### src/verilog/ldr_pkg.sv
// Constants shared by the legacy display I/O router.
package ldr_pkg;
   // -------------------------------------------------------------------
   // Register map
   // -------------------------------------------------------------------
   localparam int          ADDR_W        = 8;
   localparam logic [7:0]  CFG_OFFSET    = 8'h50;
   localparam logic [7:0]  STATUS_OFFSET = 8'h54;
   localparam logic [15:0] CFG_RESET     = 16'h0000;
   localparam int          SGC_LSB       = 13;
   localparam int          SGC_MSB       = 15;
   localparam int          MDP_BIT       = 5;
   localparam logic [1:0]  RESP_OKAY     = 2'h0;
   localparam logic [1:0]  RESP_SLVERR   = 2'h2;

   // -------------------------------------------------------------------
   // Legacy display address ranges
   // -------------------------------------------------------------------
   localparam logic [31:0] MONO_MEM_LO   = 32'h000B_0000;
   localparam logic [31:0] MONO_MEM_HI   = 32'h000B_7FFF;
   localparam logic [31:0] COLOUR_MEM_LO = 32'h000A_0000;
   localparam logic [31:0] COLOUR_MEM_HI = 32'h000B_FFFF;
   localparam logic [9:0]  PRN_IO_LO     = 10'h3BC;
   localparam logic [9:0]  PRN_IO_HI     = 10'h3BF;
   localparam logic [9:0]  MONO_IO_A     = 10'h3B4;
   localparam logic [9:0]  MONO_IO_B     = 10'h3B5;
   localparam logic [9:0]  MONO_IO_C     = 10'h3B8;
   localparam logic [9:0]  MONO_IO_D     = 10'h3B9;
   localparam logic [9:0]  MONO_IO_E     = 10'h3BA;
   localparam logic [9:0]  MONO_IO_F     = 10'h3BF;
   localparam logic [9:0]  COLOUR_IO_LO  = 10'h3C0;
   localparam logic [9:0]  COLOUR_IO_HI  = 10'h3DF;
   localparam logic [9:0]  COLOUR_B_LO   = 10'h3B0;
   localparam logic [9:0]  COLOUR_B_HI   = 10'h3BB;
endpackage

### src/verilog/legacy_display_io_router.sv
// Legacy display I/O router with stop-grant counter and AXI4-Lite config.
// Behaviour
// - Acknowledge after stop_grant_count plus one grants.
// - Stop-grant count stays writable at all times.
// - No graphics enable: printer range to primary.
// - Printer range to secondary only inside window.
// - Memory B0000-B7FFF counts as monochrome.
// - Mono I/O decode ignores address bits 15:10.
// - Any touched mono location makes mono reference.
// - No graphics, no mono: all to primary.
`timescale 1ns/1ps
module legacy_display_io_router #(
   parameter int N_SEC = 3
) (
   input  wire logic                             aclk,
   input  wire logic                             aresetn,
   input  wire logic [ldr_pkg::ADDR_W-1:0]       s_axi_awaddr,
   input  wire logic                             s_axi_awvalid,
   output logic                                  s_axi_awready,
   input  wire logic [31:0]                      s_axi_wdata,
   input  wire logic [3:0]                       s_axi_wstrb,
   input  wire logic                             s_axi_wvalid,
   output logic                                  s_axi_wready,
   output logic [1:0]                            s_axi_bresp,
   output logic                                  s_axi_bvalid,
   input  wire logic                             s_axi_bready,
   input  wire logic [ldr_pkg::ADDR_W-1:0]       s_axi_araddr,
   input  wire logic                             s_axi_arvalid,
   output logic                                  s_axi_arready,
   output logic [31:0]                           s_axi_rdata,
   output logic [1:0]                            s_axi_rresp,
   output logic                                  s_axi_rvalid,
   input  wire logic                             s_axi_rready,
   input  wire logic                             req_valid,
   input  wire logic                             req_is_io,
   input  wire logic [31:0]                      req_addr,
   input  wire logic [3:0]                       req_be,
   input  wire logic [N_SEC-1:0]                 graphics_route_enable,
   input  wire logic [N_SEC-1:0]                 isa_enable,
   input  wire logic [N_SEC*16-1:0]              io_window_base,
   input  wire logic [N_SEC*16-1:0]              io_window_limit,
   input  wire logic                             stop_grant_seen,
   output logic                                  route_valid,
   output logic [N_SEC:0]                        route_target,
   output logic                                  route_display,
   output logic                                  route_mono,
   output logic                                  stop_grant_ack,
   output logic [2:0]                            stop_grant_count,
   output logic                                  mono_display_present
);
   import ldr_pkg::*;

   localparam logic [N_SEC:0] PRIMARY = {{N_SEC{1'b0}}, 1'b1};

   // -------------------------------------------------------------------
   // Decode helpers
   // -------------------------------------------------------------------

   // Monochrome I/O location match on the low ten address bits only.
   function automatic logic mono_io(input logic [9:0] a);
      mono_io = (a == MONO_IO_A) || (a == MONO_IO_B) || (a == MONO_IO_C) ||
                (a == MONO_IO_D) || (a == MONO_IO_E) || (a == MONO_IO_F);
   endfunction

   // Lowest set bit as a one-hot vector; fixes the choice when several links qualify.
   function automatic logic [N_SEC-1:0] lowest_one(input logic [N_SEC-1:0] v);
      lowest_one = v & (~v + {{(N_SEC-1){1'b0}}, 1'b1});
   endfunction

   // -------------------------------------------------------------------
   // Address classification
   // -------------------------------------------------------------------
   logic [3:0]       mono_lane;
   logic [3:0]       colour_lane;
   logic [3:0]       prn_lane;
   logic [N_SEC-1:0] win_ok;
   logic             mono_hit;
   logic             colour_hit;
   logic             prn_hit;
   logic             any_vga;
   logic [N_SEC-1:0] vga_oh;
   logic [N_SEC-1:0] prn_oh;

   // Every enabled byte lane is decoded so a wide access that merely
   // overlaps a legacy location is still caught.
   genvar g;
   generate
      for (g = 0; g < 4; g++) begin : g_lane
         logic [9:0] la;
         assign la             = {req_addr[9:2], 2'(g)};
         assign mono_lane[g]   = req_be[g] && mono_io(la);
         assign colour_lane[g] = req_be[g] &&
                                 (((la >= COLOUR_IO_LO) && (la <= COLOUR_IO_HI)) ||
                                  ((la >= COLOUR_B_LO) && (la <= COLOUR_B_HI)));
         assign prn_lane[g]    = req_be[g] && (la >= PRN_IO_LO) && (la <= PRN_IO_HI);
      end
      for (g = 0; g < N_SEC; g++) begin : g_win
         assign win_ok[g] = (req_addr[15:0] >= io_window_base[g*16 +: 16]) &&
                            (req_addr[15:0] <= io_window_limit[g*16 +: 16]);
      end
   endgenerate

   // Memory matches use the full address; I/O matches use the lanes.
   assign mono_hit   = req_is_io ? (|mono_lane) :
                       ((req_addr >= MONO_MEM_LO) && (req_addr <= MONO_MEM_HI));
   assign colour_hit = req_is_io ? (|colour_lane) :
                       ((req_addr >= COLOUR_MEM_LO) && (req_addr <= COLOUR_MEM_HI));
   assign prn_hit    = req_is_io && (|prn_lane);
   assign any_vga    = |graphics_route_enable;
   assign vga_oh     = lowest_one(graphics_route_enable);
   assign prn_oh     = lowest_one(win_ok & ~isa_enable);

   // -------------------------------------------------------------------
   // Routing decision
   // -------------------------------------------------------------------
   logic [N_SEC:0] tgt_d;
   logic           disp_d;
   logic           mono_d;

   // Mono wins over the printer range because 3BFh sits in both sets.
   always_comb begin
      tgt_d  = PRIMARY;
      disp_d = 1'b0;
      mono_d = 1'b0;
      if (mono_hit) begin
         disp_d = 1'b1;
         mono_d = 1'b1;
         if (any_vga && mono_display_present) begin
            tgt_d = {vga_oh, 1'b0};
         end
      end else if (colour_hit) begin
         disp_d = 1'b1;
         if (any_vga) begin
            tgt_d = {vga_oh, 1'b0};
         end
      end else if (prn_hit) begin
         disp_d = 1'b1;
         if (any_vga && (|prn_oh)) begin
            tgt_d = {prn_oh, 1'b0};
         end
      end
   end

   // One cycle of latency keeps the route outputs glitch free.
   always_ff @(posedge aclk) begin
      if (!aresetn) begin
         route_valid   <= 1'b0;
         route_target  <= PRIMARY;
         route_display <= 1'b0;
         route_mono    <= 1'b0;
      end else begin
         route_valid <= req_valid;
         if (req_valid) begin
            route_target  <= tgt_d;
            route_display <= disp_d;
            route_mono    <= mono_d;
         end
      end
   end

   // -------------------------------------------------------------------
   // Stop-grant counter
   // -------------------------------------------------------------------
   logic [2:0] sg_cnt_q;

   // The >= compare recovers if software shrinks the count mid-sequence.
   always_ff @(posedge aclk) begin
      if (!aresetn) begin
         sg_cnt_q       <= 3'h0;
         stop_grant_ack <= 1'b0;
      end else begin
         stop_grant_ack <= 1'b0;
         if (stop_grant_seen) begin
            if (sg_cnt_q >= stop_grant_count) begin
               sg_cnt_q       <= 3'h0;
               stop_grant_ack <= 1'b1;
            end else begin
               sg_cnt_q <= sg_cnt_q + 3'h1;
            end
         end
      end
   end

   // -------------------------------------------------------------------
   // AXI4-Lite slave
   // -------------------------------------------------------------------
   logic [ADDR_W-1:0] aw_q;
   logic              aw_have_q;
   logic [31:0]       wd_q;
   logic [3:0]        ws_q;
   logic              w_have_q;
   logic              wr_fire;

   assign s_axi_awready = !aw_have_q && !s_axi_bvalid;
   assign s_axi_wready  = !w_have_q && !s_axi_bvalid;
   assign s_axi_arready = !s_axi_rvalid;
   assign wr_fire       = aw_have_q && w_have_q && !s_axi_bvalid;

   // Address and data are parked separately so either may come first.
   always_ff @(posedge aclk) begin
      if (!aresetn) begin
         aw_q         <= '0;
         aw_have_q    <= 1'b0;
         wd_q         <= 32'h0000_0000;
         ws_q         <= 4'h0;
         w_have_q     <= 1'b0;
         s_axi_bvalid <= 1'b0;
         s_axi_bresp  <= RESP_OKAY;
      end else begin
         if (s_axi_awvalid && s_axi_awready) begin
            aw_q      <= s_axi_awaddr;
            aw_have_q <= 1'b1;
         end
         if (s_axi_wvalid && s_axi_wready) begin
            wd_q     <= s_axi_wdata;
            ws_q     <= s_axi_wstrb;
            w_have_q <= 1'b1;
         end
         if (wr_fire) begin
            aw_have_q    <= 1'b0;
            w_have_q     <= 1'b0;
            s_axi_bvalid <= 1'b1;
            s_axi_bresp  <= (aw_q == CFG_OFFSET) ? RESP_OKAY : RESP_SLVERR;
         end else if (s_axi_bvalid && s_axi_bready) begin
            s_axi_bvalid <= 1'b0;
         end
      end
   end

   // Configuration fields; never locked, each write lands in the fields whose byte strobe is set.
   always_ff @(posedge aclk) begin
      if (!aresetn) begin
         stop_grant_count     <= CFG_RESET[SGC_MSB:SGC_LSB];
         mono_display_present <= CFG_RESET[MDP_BIT];
      end else if (wr_fire && (aw_q == CFG_OFFSET)) begin
         if (ws_q[1]) begin
            stop_grant_count <= wd_q[SGC_MSB:SGC_LSB];
         end
         if (ws_q[0]) begin
            mono_display_present <= wd_q[MDP_BIT];
         end
      end
   end

   // Read path; status word exposes the live stop-grant progress.
   always_ff @(posedge aclk) begin
      if (!aresetn) begin
         s_axi_rvalid <= 1'b0;
         s_axi_rdata  <= 32'h0000_0000;
         s_axi_rresp  <= RESP_OKAY;
      end else if (s_axi_arvalid && s_axi_arready) begin
         s_axi_rvalid <= 1'b1;
         s_axi_rresp  <= RESP_OKAY;
         s_axi_rdata  <= 32'h0000_0000;
         if (s_axi_araddr == CFG_OFFSET) begin
            s_axi_rdata[SGC_MSB:SGC_LSB] <= stop_grant_count;
            s_axi_rdata[MDP_BIT]         <= mono_display_present;
         end else if (s_axi_araddr == STATUS_OFFSET) begin
            s_axi_rdata[2:0] <= sg_cnt_q;
         end else begin
            s_axi_rresp <= RESP_SLVERR;
         end
      end else if (s_axi_rvalid && s_axi_rready) begin
         s_axi_rvalid <= 1'b0;
      end
   end

   // Independent tally of grants since the last acknowledge.
   logic [3:0] seen_tally_q;
   always_ff @(posedge aclk) begin
      if (!aresetn) begin
         seen_tally_q <= 4'h0;
      end else if (stop_grant_ack) begin
         seen_tally_q <= stop_grant_seen ? 4'h1 : 4'h0;
      end else if (stop_grant_seen) begin
         seen_tally_q <= seen_tally_q + 4'h1;
      end
   end
endmodule
### config.mk
export PLATFORM = sky130hd
export DESIGN_NAME = legacy_display_io_router
export DESIGN_NICKNAME = d
export VERILOG_FILES = /design/src/verilog/ldr_pkg.sv /design/src/verilog/legacy_display_io_router.sv
export SDC_FILE = /design/constraint.sdc
export NUM_CORES = 1
export LEC_CHECK = 0
export ABC_CLOCK_PERIOD_IN_PS = 2110
export BUFFER_PORTS_ARGS = -buffer_cell sky130_fd_sc_hd__buf_2
export CAP_MARGIN = 25
export CORE_AREA = 2 2 123 155
export CTS_BUF_LIST = sky130_fd_sc_hd__clkbuf_16
export DETAILED_ROUTE_END_ITERATION = 8
export DIE_AREA = 0 0 125 157
export GPL_TIMING_DRIVEN = 0
export PLACE_DENSITY = 0.51
export SYNTH_ARGS = -nofsm -noshare
export SYNTH_HDL_FRONTEND = slang
export SYNTH_SLANG_ARGS = --single-unit
### constraint.sdc
create_clock -name aclk -period 2.11 [get_ports aclk]
set_input_delay 0.3165 -clock aclk [delete_from_list [all_inputs] [get_ports aclk]]
set_output_delay 0.3165 -clock aclk [all_outputs]
set_load 0.01 [all_outputs]
**Word-level counts from Yosys, hierarchy flattened**

Index checks and enable logic that the tools add are counted.

- Flip-flop bits (word level): 56
- Latch bits: 0
- RAM bits: 0
- Memory bits (read-only): 0
- Input bits: 200
- Output and inout bits: 53
- Word-level logic and storage cells: 156
- Memories kept: 0

- $add $sub $neg: 3
- Multipliers: 0
- Div/mod/pow operators: 0
- Magnitude comparators: 35
- Equality and inequality tests: 6
- Shifts and indexed selects: 0
- Muxes and demuxes: 25
- Bitwise gates (word level): 7
- Reduce and logical (&&, ||, !) cells: 62

Operators with widths:

| operator | count |
|---|---|
| 10-bit >= comparator, second input constant | 12 |
| 10-bit <= comparator, second input constant | 12 |
| 32-bit by 20-bit >= comparator with 1-bit output, second input constant | 2 |
| 32-bit by 20-bit <= comparator with 1-bit output, second input constant | 2 |
| 16-bit >= comparator | 3 |
| 16-bit <= comparator | 3 |
| 1-bit logical AND | 42 |
| 8-bit by 7-bit equality test with 1-bit output, second input constant | 3 |
| 8-bit equality test, second input constant | 3 |
| 4-bit two-way mux | 6 |
| 1-bit two-way mux | 12 |
| 3-bit two-way mux | 4 |
| 4-bit OR reduction | 3 |
| 3-bit by 1-bit adder with 3-bit output, second input constant | 3 |
| 3-bit bitwise AND | 3 |
| 3-bit NOT | 3 |
| 2-bit two-way mux | 3 |
| 2-bit AND reduction | 3 |
| 3-bit OR reduction | 2 |
| 1-bit logical OR | 5 |
| 1-bit zero test | 4 |
| 2-bit nonzero test | 2 |
| 3-bit >= comparator | 1 |
| 2-bit OR reduction | 1 |
| 1-bit NOT | 1 |

**Depth between registers and ports, before layout**

- Depth after elaboration: 12
- Depth in mapped cells: 9
- Gate-level depth less buffers: 9

**Worst setup path before layout**

No wires, ideal clock.

- Kind: in2reg
- From: input req_addr[0]
- To: register route_target[3]
- Setup time: 0.076 ns
- Data arrival time: 2.125 ns
- Slack: -0.091 ns
- Stages: 9
- Cell sequence: inv_1 > ha_1 > nand2b_4 > a2111oi_2 > nor4_1 > o211ai_2 > a221oi_1 > or4b_1 > o22ai_1

- Longest elaborated chain between the ends: 12

Ends and longest elaborated chain:

| item | RTL line | RTL |
|---|---|---|
| start, declared | legacy_display_io_router.sv:36 | `input wire logic [31:0] req_addr,` |
| 16-bit >= comparator / 16-bit <= comparator (equally long branches) | legacy_display_io_router.sv:98, legacy_display_io_router.sv:99 |  |
| 1-bit logical AND | legacy_display_io_router.sv:98 | `assign win_ok[g] = (req_addr[15:0] >= io_window_base[g*16 +: 16]) &&` |
| 3-bit bitwise AND | legacy_display_io_router.sv:111 | `assign prn_oh = lowest_one(win_ok & ~isa_enable);` |
| 3-bit NOT | legacy_display_io_router.sv:67 | `lowest_one = v & (~v + {{(N_SEC-1){1'b0}}, 1'b1});` |
| 3-bit by 1-bit adder with 3-bit output | legacy_display_io_router.sv:67 |  |
| 3-bit bitwise AND | legacy_display_io_router.sv:67 |  |
| 3-bit OR reduction | legacy_display_io_router.sv:138 | `if (any_vga && (\|prn_oh)) begin` |
| 1-bit logical AND | legacy_display_io_router.sv:138 |  |
| 4-bit two-way mux | legacy_display_io_router.sv:138 |  |
| 4-bit two-way mux | legacy_display_io_router.sv:136 | `end else if (prn_hit) begin` |
| 4-bit two-way mux | legacy_display_io_router.sv:131 | `end else if (colour_hit) begin` |
| 4-bit two-way mux * | legacy_display_io_router.sv:125 | `if (mono_hit) begin` |
| end signal, assigned | legacy_display_io_router.sv:154 | `route_target <= tgt_d;` |
| end, declared | legacy_display_io_router.sv:44 | `output logic [N_SEC:0] route_target,` |

Every way passes the cells marked *; elsewhere a longest branch is shown, timed or not.
A chain may end at the register's enable or synchronous reset.

**Final worst setup path**

- From: input req_addr[1]
- To: register route_target[3]

The elaborated chain is that of the path after synthesis.

==> metrics.md <==
| Metric | Value |
|---|---|
| DRT Pass-1 Iters | `4` |
| CTS root buf | `clkbuf_16` |
| Post-synth EDFFs | `0` |
| Layout area overhead | `45.0%` |
| Ys Warns | `0` |
| Global-route wire length before repair | `22300 um` |
| Most frequent cells in the layout | `buf_2 (182), inv_1 (95), ha_1 (86)` |
| Clock buffer depth | `2` |
| Period utilization | `101%` |
| Syn_area_per_cell | `7.70 um^2` |
| Crit path time final | `2130 ps` |
| H-tree Lvls | `2` |
| Worst min-delay path class | `input pin to flop` |
| Final HPWL DP | `12200 um` |
| Slew Viols, Final | `0` |
| # port buffers | `between 150 and 200` |
| CTS tree | `built` |
| Filler Cell Count | `1970` |
| Critical-path top delay cell | `or4b_4` |
| Worst skew pair latency | `280 ps` |
| Peak supply drop | `0.473 mV` |
| Skew final | `5.17 ps` |
| Hold slack | `206 ps` |
| WP buf/inv | `1` |
| Mapped Cells | `577` |
| Netlist cell types | `57` |
| Reg clk slew, reported paths | `around 60 ps` |
| Status | `finished, violations left` |
| Die area | `between 15000 and 20000 um^2` |
| Final WS setup | `-19.2 ps` |
| Final Setup Violations | `1` |
| Critical Path Sink Type | `flop` |
| Initial antenna violation count | `5` |
| GPL Wtd Cong | `0.819` |
| CP cell instances | `buf_2, ha_1, nor2b_1, o211ai_1, a21oi_2, o31ai_4, nand3_4, or4b_4, o22ai_2` |
| Largest net degree at the start of global routing | `14` |
| Antenna-violating nets left | `0` |
| Sequential element share of the synthesized area | `18.9%` |
| RSZ-0062 raised after global routing | `yes` |
| CP required | `around 2300 ps` |
| Number of hold violations in the final report | `0` |
| Clock sink count | `42` |
| Final std cells w/o fill | `1042` |
| Total power draw | `2.75 mW` |
| Placed Instances | `around 1k` |
| Top_reg_cell synth | `dfxtp_1` |
| Die height | `157 um` |
| Internal power | `1.94 mW` |
| Slowest stage delay, CP | `between 500 and 600 ps` |
| Max Cap Viol | `0` |
| Core Box Area | `about 18000 um^2` |
| Worst setup SP type | `input pin` |
| Via Count | `4621` |
| Flop pwr share | `a little under a third` |
| Leak Pwr | `3.38 nW` |
| Core Rows | `55` |
| Sw Ratio | `between 20 and 30%` |
| Synth Cell Area | `4440 um^2` |
| WP data arrival | `2330 ps` |
| Flops & latches, synth | `42` |
| Clk pwr share | `35.6%` |
| Setup TNS | `-19.2 ps` |
| # hold bufs at CTS | `0` |
| Failing checks | `setup timing` |
| Vias per inst | `4.43` |
| Vias in the first global route | `4464` |
| Asr flop ratio synth | `0%` |
| I/O pins | `253` |
| Initial core utilization | `24.6%` |
| Critical setup path kind | `input pin to flop` |
| Die X | `around 130 um` |
| DRC | `0` |
| P_sw | `0.807 mW` |
| Initial DRC count | `between 150 and 200` |
| WL per Instance | `14.0 um` |
| GRT Residual Overflow | `0` |
| CP max FO | `6` |
| Total Nets Final | `about 1.1k` |
| Fmax | `0.470 GHz` |
| P per Cell Area | `427 nW/um^2` |
| Logic pwr share | `between 30% and 40%` |
| GRT Util Overall | `14.1%` |
| Crit path max-delay family | `simple AND/OR/NAND/NOR gates` |
| Worst Max-Slew Pin Slew | `644 ps` |
| Layout cell share with drive strength beyond 1 | `35.2%` |
| Slew margin rel. | `56.7%` |
| Final WL | `14600 um` |
| Most common cell after layout, fill and taps aside | `buf_2` |
| CTS Buf Count | `5` |
[cells in the mapped netlist, drive strengths merged, types with 4 or more instances]
cell	number	share of area (%)
buf	27	4.6
ha	100	28
mux2i	10	2.3
nand2	56	4.7
clkbuf	6	0.51
inv	96	8.1
o211ai	7	1.3
and2	5	0.70
nor3	7	0.90
a211oi	4	0.68
nand4	13	1.8
and4	5	0.99
nand2b	4	0.73
a21oi	55	6.3
nor2	39	3.5
nand3	12	1.4
a2111oi	4	0.93
nor4	6	0.84
o21ai	19	2.1
dfxtp	42	19
nor2b	8	1.1
a21o	6	1.0
[per-stage QoR]
stage | utilization [%] | setup WS, ps | instance area (um^2)
detailed placement | 32.4 | -630 | 5840
global route | 35.7 | -108 | 6430
floorplan | - | 34.0 | 4580
global placement | 32.4 | -600 | 5840
finish | 35.7 | -19.2 | 6440
CTS | 34.9 | -48.5 | 6290
[power groups by stage]
stage	Sequential, mW	Clock (mW)	Combinational, mW
finish	0.850	0.979	0.920
global route	0.855	1.04	1.05
CTS	0.850	1.00	0.897
detailed placement	0.867	0	0.837
global placement	0.867	0	0.825
floorplan	0.868	0	0.488
[final cells by class]
class                           instances  area (um^2)  share of cell area (%)
Clock buffer                            5          125                    1.94
Buffer                                 33          225                    3.50
Antenna cell                            5         12.5                   0.194
Timing Repair Buffer                  198         1050                    16.3
Sequential cell                        42          841                    13.1
Inverter                               97          368                    5.71
Tap cell                              228          285                    4.43
Multi-Input combinational cell        431         3470                    53.9
Clock inverter                          3         63.8                   0.991
[per-layer routing]
layer	global-route usage [%]	wire length [um]	vias to the layer above
li1	-	-	2423
met1	16.7	6060	2015
met2	25.5	6950	167
met3	3.81	1220	16
met4	3.39	314	0
met5	0	0	-
[path summary, 6_finish.rpt]
| kind | end | depth (start not counted) | start | slack, ps |
|---|---|---|---|---|
| setup / recovery | route_target[3] | 9 | req_addr[1] | -20 |
| hold / removal | s_axi_rvalid | 2 | s_axi_rready | 210 |
| setup reg to reg | stop_grant_count[1] | 5 | aw_q[5] | 270 |
| hold reg to reg | aw_q[6] | 2 | aw_q[6] | 450 |
[worst register-to-register path: stages, from the launching register on]
cell	delay (ps)
dfxtp_1	310
or4b_2	690
nor3_2	290
nand2_1	200
mux2i_1	180
nor2_1	50
[logic make-up (layout without fill, tap and decap cells)]
family          after synthesis  after routing  share of synthesized area (%)
flops                        42             42                           18.9
buf+inv                     130            336                           13.3
mux                          11             11                           2.59
xor+xnor                      2              2                          0.394
simple gates                173            173                           20.2
other cells                   1             32                         0.0844
compound gates              118            118                           16.4
fa+ha+maj                   100            100                           28.2
[registers in the layout, summed over array words and instances (netlist names)]
name                  cells
ws_q                      2
route_mono                1
s_axi_bvalid              1
route_display             1
aw_have_q                 1
s_axi_bresp               1
sg_cnt_q                  3
stop_grant_ack            1
s_axi_rdata               7
mono_display_present      1
aw_q                      8
wd_q                      4
s_axi_rresp               1
w_have_q                  1
route_target              4
s_axi_rvalid              1
stop_grant_count          3
route_valid               1
[timing repair]
action,4_1_cts,5_1_grt
pin swaps,13,17
cloned,0,0
endpoints found under the setup margin,4,6
resized for setup,42,23
setup buffers,2,3
No activity file was read; power rests on OpenSTA's default activity.
